===== src/rtl/bridge_win_pkg.sv =====
`default_nettype none
package bridge_win_pkg;
    // Dword offsets in configuration space
    localparam logic [7:0] OFF_IO_SECSTAT  = 8'h1c;
    localparam logic [7:0] OFF_MEM_WIN     = 8'h20;
    localparam logic [7:0] OFF_PF_WIN      = 8'h24;
    localparam logic [7:0] OFF_PF_BASE_UP  = 8'h28;
    localparam logic [7:0] OFF_PF_LIMIT_UP = 8'h2c;

    // Secondary status bit positions, within the dword, and the command parity enable bit
    localparam int BIT_66MHZ   = 21;
    localparam int BIT_FB2B    = 23;
    localparam int BIT_DPERR   = 24;
    localparam int BIT_DEVSEL  = 25;
    localparam int BIT_STA     = 27;
    localparam int BIT_RTA     = 28;
    localparam int BIT_RMA     = 29;
    localparam int BIT_RSERR   = 30;
    localparam int BIT_DETPERR = 31;
    localparam int CMD_PERR_EN = 6;

    localparam logic       RST_66MHZ  = 1'b1;
    localparam logic       RST_FB2B   = 1'b0;
    localparam logic [1:0] RST_DEVSEL = 2'h1;
    localparam logic [3:0] ADDR_CAP_32 = 4'h0;
    localparam logic [3:0] ADDR_CAP_64 = 4'h1;
    localparam logic [3:0] RST_ADDR_CAP = ADDR_CAP_64;
    localparam logic [11:0] RST_WIN_FIELD = 12'h000;
    localparam logic [31:0] RST_UPPER     = 32'h0000_0000;

    // Base and limit field positions
    localparam int BASE_LSB  = 4;
    localparam int LIMIT_LSB = 20;
    localparam int WIN_W     = 12;
    localparam logic [19:0] LOW_ZERO = 20'h0_0000;
    localparam logic [19:0] LOW_ONES = 20'hf_ffff;

    // Config access request
    typedef struct packed {
        logic        wr;
        logic [7:0]  addr;
        logic [3:0]  be;
        logic [31:0] wdata;
    } cfg_req_t;

    // Secondary bus events, one-cycle pulses from the bus logic
    typedef struct packed {
        logic tgt_abort_sent;
        logic tgt_abort_rcvd;
        logic mst_abort_rcvd;
        logic addr_perr;
        logic data_perr;
    } sec_evt_t;
endpackage
`default_nettype wire


===== src/rtl/bridge_secondary_status_and_windows.sv =====
// Contract
// 66 MHz capable status bit is read-only and reads one.
// Fast back-to-back capable status bit is read-only and reads zero.
// Data parity flag sets on parity error pin with command bit 6 set.
// DEVSEL timing field read-only, reads 01 medium.
// Signaled target abort flag sets on our target abort; write one clears.
// Received target abort flag sets when our transaction target-aborts.
// Received master abort flag sets when our transaction master-aborts.
// Received system error flag sets on either system error pin.
// Detected parity flag sets on secondary address or data parity error.
// Low four bits of memory base and limit read zero.
// Memory base gives window bottom bits 31:20, low bits zero.
// Memory limit gives window top bits 31:20, low bits ones.
// Memory window decides forwarding of memory transactions.
// Prefetchable capability fields read-only, read 0001 for 64-bit.
// Prefetchable base gives bottom bits 31:20, low bits zero.
// Prefetchable limit gives top bits 31:20, low bits ones.
// Reserved secondary status bits read zero.
// Window hit is inclusive at both base and limit.
// Writing zero keeps flags; a set event beats a same-cycle clear.
// Upper prefetchable base register supplies bits 63:32, resets zero.
`default_nettype none
module bridge_secondary_status_and_windows
    import bridge_win_pkg::*;
(
    // Clock and reset
    input  wire logic                    clk_i,
    input  wire logic                    rst_i,
    // Configuration access
    input  wire bridge_win_pkg::cfg_req_t cfg_req_i,
    input  wire logic                    cfg_valid_i,
    input  wire logic [15:0]             command_i,
    output logic [31:0]                  cfg_rdata_o,
    output logic                         cfg_ack_o,
    // Secondary bus pins, asynchronous
    input  wire logic                    first_downstream_parity_err_n,
    input  wire logic                    second_downstream_parity_err_n,
    input  wire logic                    first_downstream_system_err_n,
    input  wire logic                    second_downstream_system_err_n,
    // Secondary bus events from bridge logic
    input  wire bridge_win_pkg::sec_evt_t sec_evt_i,
    // Forwarding decode
    input  wire logic [63:0]             fwd_addr_i,
    output logic                         mem_hit_o,
    output logic                         pf_hit_o
);
    import bridge_win_pkg::*;

    // Pin synchronisers: two stages before use
    logic [3:0] pin_s1_q;
    logic [3:0] pin_s2_q;
    logic [3:0] pin_s1_d;
    logic [3:0] pin_s2_d;

    always_comb
    begin
        pin_s1_d = {~first_downstream_parity_err_n,
                    ~second_downstream_parity_err_n,
                    ~first_downstream_system_err_n,
                    ~second_downstream_system_err_n};
        pin_s2_d = pin_s1_q;
    end

    always_ff @(posedge clk_i)
    begin
        if (rst_i)
        begin
            pin_s1_q <= 4'h0;
            pin_s2_q <= 4'h0;
        end
        else
        begin
            pin_s1_q <= pin_s1_d;
            pin_s2_q <= pin_s2_d;
        end
    end

    // Register state
    logic        dperr_q, sta_q, rta_q, rma_q, rserr_q, detperr_q;
    logic        dperr_d, sta_d, rta_d, rma_d, rserr_d, detperr_d;
    logic [11:0] mem_base_q, mem_limit_q, pf_base_q, pf_limit_q;
    logic [11:0] mem_base_d, mem_limit_d, pf_base_d, pf_limit_d;
    logic [31:0] pf_base_up_q, pf_limit_up_q;
    logic [31:0] pf_base_up_d, pf_limit_up_d;
    logic [31:0] rdata_d;
    logic        ack_d;
    logic        mem_hit_d, pf_hit_d;

    // Byte-lane masked write data
    function automatic logic [31:0] lane_mask(input logic [3:0] be);
        lane_mask = {{8{be[3]}}, {8{be[2]}}, {8{be[1]}}, {8{be[0]}}};
    endfunction

    // Sticky flag: set beats write-one clear
    function automatic logic w1c(input logic cur, input logic set,
                                 input logic clr);
        w1c = set | (cur & ~clr);
    endfunction

    // Merge writable bits under byte enables
    function automatic logic [11:0] upd12(input logic [11:0] cur,
                                          input logic [11:0] wv,
                                          input logic [11:0] m);
        upd12 = (wv & m) | (cur & ~m);
    endfunction

    logic        wr_stat, wr_mem, wr_pf, wr_bup, wr_lup, rd_any;
    logic [31:0] wm, wclr;
    logic        perr_pin, serr_pin;

    always_comb
    begin
        wr_stat = 1'b0;
        wr_mem  = 1'b0;
        wr_pf   = 1'b0;
        wr_bup  = 1'b0;
        wr_lup  = 1'b0;
        rd_any  = cfg_valid_i & ~cfg_req_i.wr;
        wm      = lane_mask(cfg_req_i.be);
        wclr    = cfg_req_i.wdata & wm;
        if (cfg_valid_i && cfg_req_i.wr)
        begin
            if (cfg_req_i.addr == OFF_IO_SECSTAT)
                wr_stat = 1'b1;
            else if (cfg_req_i.addr == OFF_MEM_WIN)
                wr_mem = 1'b1;
            else if (cfg_req_i.addr == OFF_PF_WIN)
                wr_pf = 1'b1;
            else if (cfg_req_i.addr == OFF_PF_BASE_UP)
                wr_bup = 1'b1;
            else if (cfg_req_i.addr == OFF_PF_LIMIT_UP)
                wr_lup = 1'b1;
        end
        if (!wr_stat)
            wclr = 32'h0000_0000;

        perr_pin = pin_s2_q[3] | pin_s2_q[2];
        serr_pin = pin_s2_q[1] | pin_s2_q[0];

        dperr_d   = w1c(dperr_q, perr_pin & command_i[CMD_PERR_EN],
                        wclr[BIT_DPERR]);
        sta_d     = w1c(sta_q, sec_evt_i.tgt_abort_sent,
                        wclr[BIT_STA]);
        rta_d     = w1c(rta_q, sec_evt_i.tgt_abort_rcvd,
                        wclr[BIT_RTA]);
        rma_d     = w1c(rma_q, sec_evt_i.mst_abort_rcvd,
                        wclr[BIT_RMA]);
        rserr_d   = w1c(rserr_q, serr_pin, wclr[BIT_RSERR]);
        detperr_d = w1c(detperr_q,
                        sec_evt_i.addr_perr | sec_evt_i.data_perr,
                        wclr[BIT_DETPERR]);

        mem_base_d  = mem_base_q;
        mem_limit_d = mem_limit_q;
        pf_base_d   = pf_base_q;
        pf_limit_d  = pf_limit_q;
        if (wr_mem)
        begin
            mem_base_d  = upd12(mem_base_q, cfg_req_i.wdata[15:4],
                                wm[15:4]);
            mem_limit_d = upd12(mem_limit_q, cfg_req_i.wdata[31:20],
                                wm[31:20]);
        end
        if (wr_pf)
        begin
            pf_base_d  = upd12(pf_base_q, cfg_req_i.wdata[15:4],
                               wm[15:4]);
            pf_limit_d = upd12(pf_limit_q, cfg_req_i.wdata[31:20],
                               wm[31:20]);
        end
        pf_base_up_d  = wr_bup ? ((cfg_req_i.wdata & wm)
                        | (pf_base_up_q & ~wm)) : pf_base_up_q;
        pf_limit_up_d = wr_lup ? ((cfg_req_i.wdata & wm)
                        | (pf_limit_up_q & ~wm)) : pf_limit_up_q;

        // Read data; unmapped offsets read zero
        rdata_d = 32'h0000_0000;
        if (cfg_req_i.addr == OFF_IO_SECSTAT)
        begin
            rdata_d[BIT_66MHZ]              = RST_66MHZ;
            rdata_d[BIT_FB2B]               = RST_FB2B;
            rdata_d[BIT_DEVSEL +: 2]        = RST_DEVSEL;
            rdata_d[BIT_DPERR]              = dperr_q;
            rdata_d[BIT_STA]                = sta_q;
            rdata_d[BIT_RTA]                = rta_q;
            rdata_d[BIT_RMA]                = rma_q;
            rdata_d[BIT_RSERR]              = rserr_q;
            rdata_d[BIT_DETPERR]            = detperr_q;
            // Bits 20:16 and 22 stay zero
        end
        else if (cfg_req_i.addr == OFF_MEM_WIN)
        begin
            // Low nibbles stay zero
            rdata_d[BASE_LSB +: WIN_W]  = mem_base_q;
            rdata_d[LIMIT_LSB +: WIN_W] = mem_limit_q;
        end
        else if (cfg_req_i.addr == OFF_PF_WIN)
        begin
            rdata_d[3:0]                = RST_ADDR_CAP;
            rdata_d[BASE_LSB +: WIN_W]  = pf_base_q;
            rdata_d[19:16]              = RST_ADDR_CAP;
            rdata_d[LIMIT_LSB +: WIN_W] = pf_limit_q;
        end
        else if (cfg_req_i.addr == OFF_PF_BASE_UP)
            rdata_d = pf_base_up_q;
        else if (cfg_req_i.addr == OFF_PF_LIMIT_UP)
            rdata_d = pf_limit_up_q;
        if (!rd_any)
            rdata_d = 32'h0000_0000;
        ack_d = cfg_valid_i;

        // Inclusive window compare
        mem_hit_d = (fwd_addr_i[63:32] == 32'h0000_0000)
            && (fwd_addr_i[31:0] >= {mem_base_q, LOW_ZERO})
            && (fwd_addr_i[31:0] <= {mem_limit_q, LOW_ONES});
        pf_hit_d = (fwd_addr_i >= {pf_base_up_q, pf_base_q, LOW_ZERO})
            && (fwd_addr_i <= {pf_limit_up_q, pf_limit_q, LOW_ONES});
                                                       // see R16
    end

    always_ff @(posedge clk_i)
    begin
        if (rst_i)
        begin
            dperr_q       <= 1'b0;
            sta_q         <= 1'b0;
            rta_q         <= 1'b0;
            rma_q         <= 1'b0;
            rserr_q       <= 1'b0;
            detperr_q     <= 1'b0;
            mem_base_q    <= RST_WIN_FIELD;
            mem_limit_q   <= RST_WIN_FIELD;
            pf_base_q     <= RST_WIN_FIELD;
            pf_limit_q    <= RST_WIN_FIELD;
            pf_base_up_q  <= RST_UPPER;
            pf_limit_up_q <= RST_UPPER;
            cfg_rdata_o   <= 32'h0000_0000;
            cfg_ack_o     <= 1'b0;
            mem_hit_o     <= 1'b0;
            pf_hit_o      <= 1'b0;
        end
        else
        begin
            dperr_q       <= dperr_d;
            sta_q         <= sta_d;
            rta_q         <= rta_d;
            rma_q         <= rma_d;
            rserr_q       <= rserr_d;
            detperr_q     <= detperr_d;
            mem_base_q    <= mem_base_d;
            mem_limit_q   <= mem_limit_d;
            pf_base_q     <= pf_base_d;
            pf_limit_q    <= pf_limit_d;
            pf_base_up_q  <= pf_base_up_d;
            pf_limit_up_q <= pf_limit_up_d;
            cfg_rdata_o   <= rdata_d;
            cfg_ack_o     <= ack_d;
            mem_hit_o     <= mem_hit_d;
            pf_hit_o      <= pf_hit_d;
        end
    end
endmodule
`default_nettype wire


===== config.mk =====
export PLATFORM = sky130hd
export DESIGN_NAME = bridge_secondary_status_and_windows
export DESIGN_NICKNAME = d
export VERILOG_FILES = /design/src/rtl/bridge_win_pkg.sv /design/src/rtl/bridge_secondary_status_and_windows.sv
export SDC_FILE = /design/constraint.sdc
export NUM_CORES = 1
export LEC_CHECK = 0
export ABC_AREA = 1
export ABC_CLOCK_PERIOD_IN_PS = 4350
export BUFFER_PORTS_ARGS = -buffer_cell sky130_fd_sc_hd__buf_4
export CORE_AREA = 2 2 136 138
export CTS_CLUSTER_DIAMETER = 120
export DETAILED_ROUTE_END_ITERATION = 8
export DIE_AREA = 0 0 138 140
export PLACE_DENSITY = 0.75
export SETUP_SLACK_MARGIN = 0.1
export SYNTH_ARGS = -nofsm -noshare
export SYNTH_HDL_FRONTEND = slang
export SYNTH_SLANG_ARGS = --single-unit

===== constraint.sdc =====
create_clock -name clk_i -period 4.35 [get_ports clk_i]
set_input_delay 0.435 -clock clk_i [delete_from_list [all_inputs] [get_ports clk_i]]
set_output_delay 0.435 -clock clk_i [all_outputs]
set_load 0.01 [all_outputs]

## Word-level counts from Yosys, hierarchy flattened

Index checks and enable logic that the tools add are counted.

- Bits of input ports: 137
- Logic and storage cells: 114
- Output and inout port bits: 35
- Flip-flop bits (word level): 161

- Mux-type cells: 28
- Reduce and logical (&&, ||, !) cells: 9
- Bitwise operators: 47
- Equal/unequal tests: 5
- $lt $le $gt $ge: 4

Operator list:

| cell | count |
|---|---|
| 32-bit 2-to-1 mux | 4 |
| 32-bit AND | 3 |
| 12-bit AND | 6 |
| 64-bit greater-or-equal comparator | 1 |
| 64-bit <= comparator | 1 |
| 32-bit bitwise OR | 2 |
| 12-bit bitwise OR | 4 |
| 8-bit by 6-bit equality test with 1-bit output, second input constant | 4 |
| 32-bit greater-or-equal comparator | 1 |
| 32-bit <= comparator | 1 |
| 32-bit logical NOT | 1 |
| 32-bit inverter | 1 |
| 12-bit 2-to-1 mux | 2 |
| 12-bit inverter | 2 |
| 1-bit 2-to-1 mux | 21 |
| 1-bit inverter | 12 |
| 9-bit 2-to-1 mux | 1 |
| 1-bit bitwise OR | 9 |
| 1-bit AND | 8 |
| 8-bit by 5-bit equality test with 1-bit output, second input constant | 1 |
| 5-bit OR reduction | 1 |
| 1-bit logical AND | 4 |
| 4-bit OR reduction | 1 |
| 3-bit OR reduction | 1 |
| 2-bit OR reduction | 1 |

## Logic depth before layout (Yosys ltp)

Gate-level depths: netlist of the first run.

- Depth after elaboration: 7
- Depth in mapped cells: 15
- Gate-level depth less buffers: 15

## Least setup slack after synthesis of the first run

No wires, ideal clock.

- Kind: in2reg
- From: input cfg_req_i[43] (netlist bit)
- To: register with a tool-made name
- Cell stages on the path: 8
- Buffers on the path: 0
- Data required time: 4.229 ns
- Setup slack: 2.747 ns
- Arrival: 1.482 ns
- Path through: nor2_1 -> inv_2 -> nor2_4 -> nand4_1 -> nor2_1 -> nand2_1 -> o21ai_0 -> a21oi_1

RTL lines:

| what | line | source |
|---|---|---|
| start: declaration | bridge_secondary_status_and_windows.sv:30 | `input wire bridge_win_pkg::cfg_req_t cfg_req_i,` |

==> metrics, run 1 <==
max-cap violation count 0; placed instance area 0.0104 mm^2; min-delay worst type input pin to flip-flop; Post-CTS Resized 0; Core ar. approximately 0.018 mm^2; #FFs+latches synth approximately 160; worst slew pin tran around 0.7 ns; most frequent CP cell nor2_1; top post-synthesis cells by area dfxtp_1 (35%), ha_1 (15%), a21oi_1 (10%); main combinational cell family by area after synthesis compound AO/OA/AOI/OAI gates; post-synthesis simple-gate area fraction roughly a fifth; Bufs and invs on worst path 2; setup bufs post-CTS 0; area of the multi-input gates around 0.005 mm^2; FF+latch area between 0.003 and 0.004 mm^2; via count slightly below 9000; RSZ-0062 raised after global routing no; crit share post-route between 40 and 50%; post-synth top area share a little over a third; drt pass-1 iters 5; Root Buffer clkbuf_16; final-report max-slew violation count 0; total grt overflow 0; Yosys top cell by area dfxtp_1; CTS tree yes; crit path kind input pin to flip-flop; GPL Wtd Cong between 0.9 and 1; most common cell in the netlist nand2_1; clk buf depth 2; CP Launch Type input pin; global-route wire length before repair roughly 42000 um; Net Count, Synth 1488; fin crit period 2.10 ns; cell family with most CP delay simple AND/OR/NAND/NOR gates; Num CTS Buffers 17; Post-synth top cells nand2_1 (236), a21oi_1 (186), inv_1 (175); YS warnings 0; Setup Skew 0.00664 ns; diode count 0; Clk Latency, worst-skew pair 0.43 ns; drt via density 5.43; drt initial violations around 730; Routed Antenna Nets 0; layout cells sized above 1 16.2%; total track usage 27.5%; Synth Area in Compound Gates 20.4%; WP data required 4.67 ns; DIE WIDTH 138 um; Syn-to-layout area delta 20.6%; multiplexer area fraction after synthesis 0%; largest net degree at the start of global routing between 60 and 70; Final setup viols 0; post-synthesis cell count 1239; Pwr Density 314 mW/mm^2; Synth cell types between 40 and 50; routed len/inst 16.4 um; H-Tree Depth 4; Max FO, Critical Path 8; VDD IR-drop max 0.000318 V; CP peak stage delay 0.57 ns; XOR/XNOR Fraction of Synth Area 0%; number of global-route vias before repair 8433; Die Span Y 140 um; crit path capture type flip-flop; sequential element share of the synthesized area between 30% and 40%; design area ~0.011 mm^2; syn avg cell area between 7 and 8 um^2; clock sink count 161; status finished clean; Starting Density 51.5%; post-DP HPWL just over 20000 um; critical path arrival roughly 2.4 ns; fillcell total 1637; nets between 1500 and 2000; clk slew on worst S/H paths 0.07 ns; slowest CP cell nand4_1; IO buf count roughly 160; initial antenna violation count 0; Slew HR 51.8%; EDFF count, synth 0; final routed DRC violation total 0; setup TNS 0 ns; # hold bufs at CTS 0; adder-cell share of the synthesized area 15.3%; Cell Area, Synth 0.00915 mm^2; number of primary I/O pins 172; routed wire length 26700 um; final hold viol count 0; FFs w/ async S/R, synth 0%; standard-cell row count 49; FMAX 0.476 GHz; Die ar. slightly below 0.02 mm^2; worst-path cell chain buf_4, nor2_1, inv_2, nor2_4, nand4_1, nor2_1, nand2_1, o21ai_0, a21oi_1; Main synth FF type dfxtp_1; Static Leakage 4.64 nW
## final cells by class
class	instances	area share, %
repair buffers	159	10.8
flip-flops and latches	161	29.2
multi-input cells	859	45.4
well taps	229	2.60
clock inverters	12	1.64
inverters	182	6.21
clock buffers	19	4.11
## path summary, 6_finish.rpt
kind	startpoint	cells after the start	slack [ns]	end
worst min register to register	pin_s1_q[1]$_SDFF_PP0_	2	0.40	pin_s2_q[1]$_SDFF_PP0_
worst min-delay path	second_downstream_parity_err_n	2	0.14	pin_s1_q[2]$_SDFF_PP0_
worst max register to register	flip-flop	9	2.48	pf_hit_o$_SDFF_PP0_
worst max-delay path	cfg_req_i[43]	9	2.25	flip-flop
## cells by family (layout without fill, tap and decap cells)
family,count (synthesis),in the layout
AND/OR/NAND/NOR,393,393
adder cells (fa/ha/maj),112,112
flip-flops,161,161
buffers and inverters,219,372
AO/OA/AOI/OAI,354,354
## cell usage in the layout (no fill, tap or decap), drive strengths merged, types with 2 or more instances in the layout
master | netlist | final
o221ai | 3 | 3
ha | 112 | 112
inv | 182 | 183
o21ai | 135 | 135
a21oi | 186 | 186
a21o | 3 | 3
nand3 | 24 | 24
nor2 | 88 | 88
clkbuf | 11 | 19
bufinv | 0 | 4
nand2 | 246 | 246
clkinv | 0 | 6
nor4 | 6 | 6
o21a | 2 | 2
a31oi | 8 | 8
o211ai | 5 | 5
and2 | 2 | 2
buf | 26 | 159
a41oi | 9 | 9
nand4 | 16 | 16
dfxtp | 161 | 161
nor3 | 9 | 9
## worst register-to-register path, cell delays in order (launching register included)
cell and delay, ns:
dfxtp_1 0.34, inv_1 0.06, ha_1 0.31, nand4_1 0.14, nor2_1 0.24, nand2_1 0.12, nor2_1 0.22, and3_1 0.23
nor2_1 0.06, nor2_1 0.09
## metal layers
layer | share of wire [%] | track usage [%] | wire length, um
met1 | 43 | 35.3 | 11400
met2 | 48 | 46.2 | 12700
met3 | 6.8 | 5.30 | 1820
met4 | 2.8 | 9.88 | 734
met5 | 0 | 0 | 0
## power by group
part,internal (mW),switching (mW),total (mW),leakage [nW]
clock network,0.991,0.631,1.62,0.309
registers,1.48,0.00349,1.49,1.30
logic,0.158,0.199,0.358,3.03
total,2.63,0.834,3.47,4.64
## stage by stage
step	cells	hold WS [ns]	utilization [%]	power, mW	setup slack, ns
global route	1621	0.144	62.1	3.59	2.13
floorplan	1239	0.388	-	1.69	2.75
global placement	1590	0.389	58.5	1.86	1.86
detailed placement	1590	0.395	58.5	1.87	1.85
finish	1621	0.143	62.1	3.47	2.25
CTS	1621	0.137	62.1	3.47	2.30
(Power assumes the default switching activity.)
==> inputs of run 2 (changes only) <==
--- a/config.mk
+++ b/config.mk
@@ -6,13 +6,13 @@
 export NUM_CORES = 1
 export LEC_CHECK = 0
 export ABC_AREA = 1
-export ABC_CLOCK_PERIOD_IN_PS = 4350
+export ABC_CLOCK_PERIOD_IN_PS = 1720
 export BUFFER_PORTS_ARGS = -buffer_cell sky130_fd_sc_hd__buf_4
-export CORE_AREA = 2 2 136 138
+export CORE_AREA = 2 2 137 139
 export CTS_CLUSTER_DIAMETER = 120
 export DETAILED_ROUTE_END_ITERATION = 8
-export DIE_AREA = 0 0 138 140
-export PLACE_DENSITY = 0.75
+export DIE_AREA = 0 0 139 141
+export PLACE_DENSITY = 0.77
 export SETUP_SLACK_MARGIN = 0.1
 export SYNTH_ARGS = -nofsm -noshare
 export SYNTH_HDL_FRONTEND = slang
==> constraint.sdc (replaced) <==
create_clock -name clk_i -period 1.72 [get_ports clk_i]
set_input_delay 0.172 -clock clk_i [delete_from_list [all_inputs] [get_ports clk_i]]
set_output_delay 0.172 -clock clk_i [all_outputs]
set_load 0.01 [all_outputs]
==> run 2 against run 1 <==
  * Register-to-register slack got worse by 2.4 ns
  * Worst hold slack got worse by 0.12 ns
  * Sequential share of layout area fell by 2.2 points
  * Via count rose by 5.5%
  * Core utilization rose by 4.0 points
  * Highest routed layer unchanged
==> metrics, run 2 (same netlist as run 1, synthesis figures left out) <==
RSZ-0062 raised after global routing yes; routed len/inst 17.2 um; Worst Hold End dperr_q$_SDFF_PP0_; GPL Wtd Cong around 0.88; fin crit period around 1.7 ns; max-cap violation count 0; Core ar. between 0.015 and 0.02 mm^2; most common cell after layout, fill and taps aside nand2_1; critical path arrival 2.00 ns; crit share post-route 97.0%; Root Buffer clkbuf_16; Static Leakage 4.95 nW; FMAX 0.599 GHz; Final setup viols 0; flop2flop setup slack slightly above 0.05 ns; crit path capture type flip-flop; Setup Skew 0.0119 ns; worst reg-to-reg path cell count 13; Num CTS Buffers 17; Hold Path Depth 3; final routed DRC violation total 0; crit path kind flip-flop to flip-flop; Die ar. 0.0196 mm^2; Die Span Y 141 um; area of the multi-input gates between 0.005 and 0.006 mm^2; post-DP HPWL 20700 um; Clk Latency, worst-skew pair between 0.4 and 0.5 ns; total grt overflow 0; Slew HR 67.8%; VDD IR-drop max slightly above 0.0007 V; diode count 0; standard-cell row count 50; total track usage 28.5%; drt via density 5.54; layout cells sized above 1 27.9%; fillcell total 1539; worst slew pin tran 0.482 ns; PnR worst setup slack 0.0518 ns; setup TNS 0 ns; clk buf depth 2; final hold viol count 0; largest net degree at the start of global routing 73; placed cell count around 1600; drt initial violations ~640; Max FO, Critical Path 3; CP Launch Type flip-flop; Pwr Density 713 mW/mm^2; Setup WS pre-CTS -0.0218 ns; Syn-to-layout area delta 32.0%; FF+latch area between 0.003 and 0.004 mm^2; Routed Antenna Nets 0; Reg-to-Reg End pf_hit_o$_SDFF_PP0_; final-report max-slew violation count 0; status finished clean; via count 9281; Post-Layout Cell Count around 1700; routed wire length 28900 um; min-delay worst type input pin to flip-flop; DIE WIDTH roughly 140 um; CTS tree yes; IO buf count 156; initial antenna violation count 0; commonest cells after routing, fill and taps aside nand2_1 (217), buf_4 (196), a21oi_1 (182); Min Hold Slack 0.0192 ns; WP data required a little over 2 ns; nets 1680; clock sink count 161; H-Tree Depth 4; post-layout util about two thirds; drt pass-1 iters 5; Starting Density 50.1%; clk slew on worst S/H paths 0.06 ns; number of primary I/O pins 172; global-route wire length before repair 44200 um; min-delay src command_i[6]; number of global-route vias before repair ~9000
## run 2: cell types whose count changed in the layout (fill, tap and decap cells not counted), moves of 10 or more
cell / before / now
nor2_4: 4 / 14
buf_4: 159 / 196
nand2_1: 236 / 217
dfxtp_2: 0 / 34
nor2_1: 79 / 62
ha_1: 112 / 83
inv_2: 7 / 34
nand2_2: 3 / 20
inv_1: 174 / 147
dfxtp_1: 161 / 127
ha_4: 0 / 29
## run 2: critical path, cell delays in order, from the launching register on
cell and delay [ns]:
dfxtp_1 0.32, inv_2 0.06, ha_1 0.29, nand2_1 0.06
inv_1 0.08, nand2_1 0.08, nor2_2 0.12, nand2_2 0.11
nor2_2 0.14, nand2_1 0.06, nand3_1 0.06, nor2_1 0.04
nor2_1 0.10, nor2_1 0.05
## run 2: timing repair
item,4_1_cts,5_1_grt
endpoints found under the hold margin,8,0
hold buffers,8,0
pin swaps,28,33
endpoints found under the setup margin,1,19
setup buffers,5,7
gates cloned,0,0
resized for setup,61,93
## run 2: worst max-delay path by stage
stage | startpoint | endpoint | cells past startpoint
after floorplan | flip-flop | pf_hit_o$_SDFF_PP0_ | 13
after global placement | fwd_addr_i[49] | mem_hit_o$_SDFF_PP0_ | 8
after detailed placement | fwd_addr_i[49] | mem_hit_o$_SDFF_PP0_ | 8
after CTS | flip-flop | pf_hit_o$_SDFF_PP0_ | 12
after global routing | flip-flop | pf_hit_o$_SDFF_PP0_ | 13
final | flip-flop | pf_hit_o$_SDFF_PP0_ | 13
## run 2: layer usage
layer / part of all wire [%] / wire, um / up-vias / global-route usage (%)
li1: - / - / 4510 / -
met1: 41 / 11700 / 4269 / 34.4
met2: 48 / 14000 / 410 / 48.0
met3: 6.6 / 1890 / 92 / 5.16
met4: 4.5 / 1290 / 0 / 15.8
met5: 0 / 0 / - / 0
## run 2: layout make-up
class / count / share of cell area (%)
inverters: 182 / 5.68
well taps: 234 / 2.42
flip-flops and latches: 161 / 27.0
clock buffers: 21 / 3.81
repair buffers: 210 / 13.8
clock inverters: 9 / 0.902
multi-input cells: 859 / 46.3
## run 2: where the power goes
| part | leakage (nW) | total (mW) | switching (mW) | internal, mW |
|---|---|---|---|---|
| clock network | 0.267 | 3.77 | 1.58 | 2.20 |
| registers | 1.32 | 3.76 | 0.00975 | 3.75 |
| logic | 3.37 | 1.07 | 0.585 | 0.489 |
| total | 4.95 | 8.61 | 2.17 | 6.43 |
## run 2: per-stage QoR
| stage | cell area, um^2 | power [mW] |
|---|---|---|
| after floorplan | 9150 | 4.29 |
| after global placement | 10700 | 4.73 |
| after detailed placement | 10700 | 4.75 |
| after CTS | 11600 | 8.48 |
| after global routing | 12100 | 8.89 |
| final | 12100 | 8.61 |
